`src/pfrp_regs.vh`:
```
`ifndef PFRP_REGS_VH
`define PFRP_REGS_VH

// Register addresses on the special-function-register port
`define PFRP_ADDR_WIDTH        9
`define PFRP_OFF_CONTROL       9'h18C
`define PFRP_OFF_WORD_LOW      9'h18D
`define PFRP_OFF_ADDR_LOW      9'h18E
`define PFRP_OFF_WORD_HIGH     9'h18F
`define PFRP_OFF_ADDR_HIGH     9'h190

// Field positions and widths
`define PFRP_TRIGGER_BIT       0
`define PFRP_RESERVED_BIT      7
`define PFRP_WORD_WIDTH        14
`define PFRP_FLASH_ADDR_WIDTH  13
`define PFRP_WORD_HIGH_WIDTH   6
`define PFRP_ADDR_HIGH_WIDTH   5

// Reset values
`define PFRP_RESERVED_RESET    1'h1
`define PFRP_BYTE_RESET        8'h00

// Flash access latency in system clocks (sync array model)
`define PFRP_FLASH_LATENCY     2

`endif

```
`src/pfrp_read_port.v`:
```
// Decided for this implementation: strobed register access.
`timescale 1ns/1ps
`include "pfrp_regs.vh"
module pfrp_read_port #(
    parameter ADDR_WIDTH  = `PFRP_FLASH_ADDR_WIDTH,
    parameter WORD_WIDTH  = `PFRP_WORD_WIDTH,
    parameter LATENCY     = `PFRP_FLASH_LATENCY
) (
    input  wire                         clock,
    input  wire                         rst_n,
    input  wire [`PFRP_ADDR_WIDTH-1:0]  regAddr,
    input  wire [7:0]                   regWriteData,
    input  wire                         regWrite,
    input  wire                         regRead,
    output reg  [7:0]                   regReadData,
    output reg  [ADDR_WIDTH-1:0]        flashAddr,
    output reg                          flashReadEnable,
    input  wire [WORD_WIDTH-1:0]        flashReadData,
    output reg                          readBusy
);
    localparam ST_IDLE  = 3'b001;
    localparam ST_WAIT  = 3'b010;
    localparam ST_DONE  = 3'b100;
    localparam CNT_W    = 4;
    localparam [CNT_W-1:0] LAT_LAST = LATENCY - 1;

    wire                 sysRst_n;
    reg  [2:0]           state;
    reg  [2:0]           next_state;
    reg  [CNT_W-1:0]     waitCount;
    reg                  trigger;
    reg                  reservedBit;
    reg  [7:0]           next_readData;
    wire [7:0]           addrLow;
    wire [`PFRP_ADDR_HIGH_WIDTH-1:0] addrHigh;
    wire [7:0]           wordLow;
    wire [`PFRP_WORD_HIGH_WIDTH-1:0] wordHigh;
    wire                 wrControl;
    wire                 wrAddrLow;
    wire                 wrAddrHigh;
    wire                 startRead;
    wire                 finishRead;

    // Reset released through two flops; assertion stays asynchronous
    pfrp_sync_bit #(
        .RESET_VALUE (1'b0)
    ) uRstSync (
        .clock (clock),
        .rst_n (rst_n),
        .din   (1'b1),
        .dout  (sysRst_n)
    );

    // Write decodes
    assign wrControl  = regWrite && (regAddr == `PFRP_OFF_CONTROL);
    assign wrAddrLow  = regWrite && (regAddr == `PFRP_OFF_ADDR_LOW);
    assign wrAddrHigh = regWrite && (regAddr == `PFRP_OFF_ADDR_HIGH);
    // Only a one starts a read; a zero is dropped
    assign startRead  = wrControl
                        && regWriteData[`PFRP_TRIGGER_BIT]
                        && !trigger;
    assign finishRead = (state == ST_DONE);

    // Address low byte
    pfrp_byte_reg #(
        .WIDTH (8)
    ) uAddrLow (
        .clock (clock),
        .rst_n (sysRst_n),
        .load  (wrAddrLow && !trigger),
        .din   (regWriteData),
        .dout  (addrLow)
    );

    // Address high byte, only the implemented bits are stored
    pfrp_byte_reg #(
        .WIDTH (`PFRP_ADDR_HIGH_WIDTH)
    ) uAddrHigh (
        .clock (clock),
        .rst_n (sysRst_n),
        .load  (wrAddrHigh && !trigger),
        .din   (regWriteData[`PFRP_ADDR_HIGH_WIDTH-1:0]),
        .dout  (addrHigh)
    );

    // Data low byte, loaded by the fetch only
    pfrp_byte_reg #(
        .WIDTH (8)
    ) uWordLow (
        .clock (clock),
        .rst_n (sysRst_n),
        .load  (finishRead),
        .din   (flashReadData[7:0]),
        .dout  (wordLow)
    );

    // Data high byte, six implemented bits
    pfrp_byte_reg #(
        .WIDTH (`PFRP_WORD_HIGH_WIDTH)
    ) uWordHigh (
        .clock (clock),
        .rst_n (sysRst_n),
        .load  (finishRead),
        .din   (flashReadData[WORD_WIDTH-1:8]),
        .dout  (wordHigh)
    );

    // Read sequencer next state
    always @* begin
        next_state = state;
        case (state)
            ST_IDLE: begin
                if (startRead) begin
                    next_state = ST_WAIT;
                end
            end
            ST_WAIT: begin
                if (waitCount == LAT_LAST) begin
                    next_state = ST_DONE;
                end
            end
            ST_DONE: begin
                next_state = ST_IDLE;
            end
            default: begin
                next_state = ST_IDLE;
            end
        endcase
    end

    // Sequencer, latency counter and flash strobe
    always @(posedge clock or negedge sysRst_n) begin
        if (!sysRst_n) begin
            state           <= ST_IDLE;
            waitCount       <= {CNT_W{1'b0}};
            flashAddr       <= {ADDR_WIDTH{1'b0}};
            flashReadEnable <= 1'b0;
        end else begin
            state <= next_state;
            if (startRead) begin
                // Address captured once; later writes cannot tear it
                flashAddr <= {addrHigh, addrLow};
                waitCount <= {CNT_W{1'b0}};
            end else if (state == ST_WAIT) begin
                waitCount <= waitCount + 1'b1;
            end
            // One access per trigger, held across the latency
            flashReadEnable <= (next_state == ST_WAIT);
        end
    end

    // Trigger bit: set by software, cleared by hardware only
    always @(posedge clock or negedge sysRst_n) begin
        if (!sysRst_n) begin
            trigger     <= 1'b0;
            reservedBit <= `PFRP_RESERVED_RESET;
            readBusy    <= 1'b0;
        end else begin
            if (startRead) begin
                trigger <= 1'b1;
            end else if (finishRead) begin
                trigger <= 1'b0;
            end
            readBusy    <= (next_state != ST_IDLE);
            reservedBit <= `PFRP_RESERVED_RESET;
        end
    end

    // Read mux; unmapped addresses answer zero
    always @* begin
        next_readData = `PFRP_BYTE_RESET;
        case (regAddr)
            `PFRP_OFF_CONTROL: begin
                next_readData[`PFRP_RESERVED_BIT] = reservedBit;
                next_readData[`PFRP_TRIGGER_BIT]  = trigger;
            end
            `PFRP_OFF_WORD_LOW: begin
                next_readData = wordLow;
            end
            `PFRP_OFF_WORD_HIGH: begin
                next_readData[`PFRP_WORD_HIGH_WIDTH-1:0] = wordHigh;
            end
            `PFRP_OFF_ADDR_LOW: begin
                next_readData = addrLow;
            end
            `PFRP_OFF_ADDR_HIGH: begin
                next_readData[`PFRP_ADDR_HIGH_WIDTH-1:0] = addrHigh;
            end
            default: begin
                next_readData = `PFRP_BYTE_RESET;
            end
        endcase
    end

    // Read data stands only in the cycle after the strobe
    always @(posedge clock or negedge sysRst_n) begin
        if (!sysRst_n) begin
            regReadData <= `PFRP_BYTE_RESET;
        end else if (regRead) begin
            regReadData <= next_readData;
        end else begin
            regReadData <= `PFRP_BYTE_RESET;
        end
    end
endmodule // pfrp_read_port

```
`src/pfrp_sync_bit.v`:
```
`timescale 1ns/1ps
// Two-stage synchroniser for one level
module pfrp_sync_bit #(
    parameter RESET_VALUE = 1'b0
) (
    input  wire clock,
    input  wire rst_n,
    input  wire din,
    output reg  dout
);
    reg stage1;

    // First stage feeds only the second
    always @(posedge clock or negedge rst_n) begin
        if (!rst_n) begin
            stage1 <= RESET_VALUE;
            dout   <= RESET_VALUE;
        end else begin
            stage1 <= din;
            dout   <= stage1;
        end
    end
endmodule // pfrp_sync_bit

```
`src/pfrp_byte_reg.v`:
```
`timescale 1ns/1ps
// Byte register with unimplemented upper bits held at zero
module pfrp_byte_reg #(
    parameter WIDTH = 8
) (
    input  wire             clock,
    input  wire             rst_n,
    input  wire             load,
    input  wire [WIDTH-1:0] din,
    output reg  [WIDTH-1:0] dout
);
    // Storage covers only implemented bits
    always @(posedge clock or negedge rst_n) begin
        if (!rst_n) begin
            dout <= {WIDTH{1'b0}};
        end else if (load) begin
            dout <= din;
        end
    end
endmodule // pfrp_byte_reg

```
`config.mk`:
```
export PLATFORM = sky130hd
export DESIGN_NAME = pfrp_read_port
export DESIGN_NICKNAME = d
export VERILOG_FILES = /design/src/pfrp_read_port.v /design/src/pfrp_sync_bit.v /design/src/pfrp_byte_reg.v
export VERILOG_INCLUDE_DIRS = /design/src /design/src/src
export SDC_FILE = /design/constraint.sdc
export NUM_CORES = 1
export LEC_CHECK = 0
export BUFFER_PORTS_ARGS = -buffer_cell sky130_fd_sc_hd__buf_2
export CAP_MARGIN = 5
export CORE_ASPECT_RATIO = 1.75
export CORE_MARGIN = 2
export CORE_UTILIZATION = 57
export CTS_CLUSTER_DIAMETER = 60
export CTS_CLUSTER_SIZE = 40
export DETAILED_ROUTE_END_ITERATION = 7
export HOLD_SLACK_MARGIN = 0.1
export PLACE_DENSITY_LB_ADDON = 0.25
export SYNTH_ARGS = -nofsm -noshare
export SYNTH_HDL_FRONTEND = slang
export SYNTH_SLANG_ARGS = --single-unit
```
`constraint.sdc`:
```
create_clock -name clock -period 4.9 [get_ports clock]
set_input_delay 0.98 -clock clock [delete_from_list [all_inputs] [get_ports clock]]
set_output_delay 0.98 -clock clock [all_outputs]
set_load 0.005 [all_outputs]
```
==> out/qor.yml <==
power:
  p_per_area_nw_per_um2: 304
  power.leakage_nw: 1.53
  peakVddDrop_v: 0.000310
route:
  wirelength_um: 5070
  via_count: 1687
  drt_pass1_iterations: 4
  drt_iter0_drc: 23
  drc: 0
  wl_per_cell_um: 16.7
  viasPerCell: 5.55
  final_antenna_net_count: 0
timing:
  worstMarginPinSlew_ns: 0.699
  finalMaxSlewViolations: 0
  setup-tns-final_ns: 0
  hold_viol: 0
  finClkSkew_ns: 0.00750
  max_slew_margin_pct: 53.4
  fin_crit_sh_pct: 45.5
  rsz0062_at_grt: "false"
  setup_violations: 0
  hold-worst-slack_ns: 0.364
  finalCriticalPeriod_ns: 2.23
  fmax_mhz: 448
global_routing:
  antenna_found_initial: 0
  overflow: 0
  grt_pass1_wl_um: 8180
  grt_pass1_vias: 1730
  grt_max_degree: 59
  grt_use_total_pct: 23.2
clock_tree:
  cts_root_buf: "clkbuf_8"
  post_cts_resized: 0
  cts_setup_buffers: 0
  cts_hold_buffers: 0
  cts-buffers-inserted: 9
  clkLatencyLatePin_ns: 0.33
  cts_tree: "built"
  cts_buffer_depth: 2
  cts.htree.levels: 3
  clk_pin_slew_worst_paths_ns: 0.07
  cts_sinks: 60
synthesis:
  synthesis.area_um2: 2550
  synth-async-reset-ratio_pct: 100
  synth_flop_cell: "dfrtp_1"
  synth_top_area_cell: "dfrtp_1"
  synthTopCellsByCount: "59 x dfrtp_1, 40 x mux2_2, 8 x a21oi_1"
  synth-edff-count: 0
  synth_top_area_share_pct: 58.0
  synthTopCellsByArea: "dfrtp_1 58%, mux2_2 18%, a22oi_1 1.8%"
  netlist_instances: 182
  yosysWarnings: 0
  ys_ff_latch: 60
  yosysSeqAreaShare_pct: 59.0
  synth.avg_cell_area_um2: 14.0
  syn_nets: 219
  yosysMostFrequentCell: "dfrtp_1"
  ys_types: 39
setup_path:
  crit_chain: "buf_2 > nor3b_4 > nand2_1 > nor4_4 > mux2_2"
  crit_slowest_cell: "nor4_4"
  start_kind: "input port"
  worstPathMaxFanout: 8
  critical_path_class: "in2reg"
  end_kind: "flip-flop"
  slowest_delay_ns: 0.54
  crit_required_ns: 5.11
  cp.arrival_ns: 2.44
placed_design:
  dp_hpwl_um: 3710
  placed_cells: 288
  port_buffers: 57
  placed_area_um2: 2890
  gp_congestion: 0.822
run:
  cap_viol_max_count: 0
die:
  ioPinCount: 58
  die-width_um: 54.5
  die_h_um: 92.4
  start_util_pct: 58.4
  fp-row-count: 32
  coreArea_um2: 4360
  dieArea_um2: 5040
layout:
  antenna_cells: 0
  layoutNonFillerInstCount: 304
  fill_cells: 341
  areaGrowthSynthToFinish_pct: 19.6
  drive_gt1_share_pct: 48.2
  fin_nets: 285
  fin_area_um2: 3050
hold_path:
  min_path_type: "reg2reg"
run_status:
  status: "finished clean"
## area by class of cell
class,count,area [µm²],share of cell area (%)
clock buffers,11,131,4.31
clock inverters,5,30.0,0.985
inverters,4,15.0,0.493
multi-input cells,113,996,32.7
flip-flops and latches,60,1500,49.3
well taps,51,63.8,2.09
repair buffers,60,308,10.1
## sequential cells by signal, indices dropped and copies added (netlist names), 3 cells and up
| name | flops |
|---|---|
| uWordHigh.dout | 6 |
| waitCount | 4 |
| uAddrLow.dout | 8 |
| state | 3 |
| regReadData | 8 |
| uAddrHigh.dout | 5 |
| uWordLow.dout | 8 |
| flashAddr | 13 |
## metal layers
layer / track usage, % / up-vias / routed length (µm)
met1: 28.5 / 838 / 2030
li1: - / 788 / -
met3: 7.26 / 9 / 220
met2: 37.1 / 52 / 2730
met4: 8.75 / 0 / 93
met5: 0 / - / 0
## worst paths after layout
kind	startpoint	endpoint	slack, ns	cells after the start
setup / recovery	regAddr[5]	uAddrLow.dout[6]	2.67	5
hold / removal	uRstSync.stage1	uRstSync.dout	0.36	0
setup reg to reg	trigger	uAddrLow.dout[6]	3.05	4
hold reg to reg	uRstSync.stage1	uRstSync.dout	0.36	0
max in group asynchronous	uRstSync.dout	waitCount[0]	4.03	1
min in group asynchronous	uRstSync.dout	flashAddr[12]	0.39	1
## worst max-delay path: cells and delay by family
kind                   cells  cell delay, ns
buffers and inverters      1            0.11
muxes                      1            0.42
and+or+nand+nor            3            0.93
## through the flow
| step | total power, mW | util, % | setup WS, ns |
|---|---|---|---|
| 2_1_floorplan | 0.548 | - | 2.67 |
| 3_3_place_gp | 0.571 | 66.1 | 2.38 |
| 3_5_place_dp | 0.573 | 66.1 | 2.33 |
| 4_1_cts | 0.937 | 69.8 | 2.68 |
| 5_1_grt | 0.966 | 69.8 | 2.61 |
| 6_report | 0.926 | 69.8 | 2.67 |
## kinds of logic after synthesis
logic type / share of synthesized area (%)
and+or+nand+nor: 10.7
AOI/OAI and AO/OA: 8.15
adders and majority gates: 0.982
buffers and inverters: 1.92
other: 0.147
muxes: 18.1
DFF: 59.0
xor gates and xnor gates: 1.03
## cell usage in the layout, fill, tap and decap left out, types with 2 or more instances in the layout
master / Yosys / routed
a22oi_1: 6 / 6
nor2_1: 5 / 5
a21oi_1: 8 / 8
mux2_2: 40 / 40
o2bb2ai_1: 5 / 5
nor2b_1: 3 / 3
clkbuf_1: 0 / 2
buf_2: 3 / 57
inv_1: 4 / 4
buf_4: 1 / 3
a22o_1: 5 / 5
o21ai_0: 2 / 2
nand4_1: 2 / 2
clkbuf_8: 0 / 9
ha_1: 2 / 2
clkinvlp_4: 0 / 2
and2_1: 4 / 4
dfrtp_1: 59 / 58
clkinv_2: 0 / 3
nand2b_1: 2 / 2
nor3b_1: 2 / 2
nand2_1: 7 / 7
xnor2_1: 2 / 2
## where the power goes
part	total [mW]	switching (mW)	internal, mW
Clock	0.363	0.183	0.181
Sequential	0.512	0.00671	0.506
Combinational	0.0509	0.0280	0.0230
Total	0.926	0.217	0.709
Power figures use the tool's default switching activity.
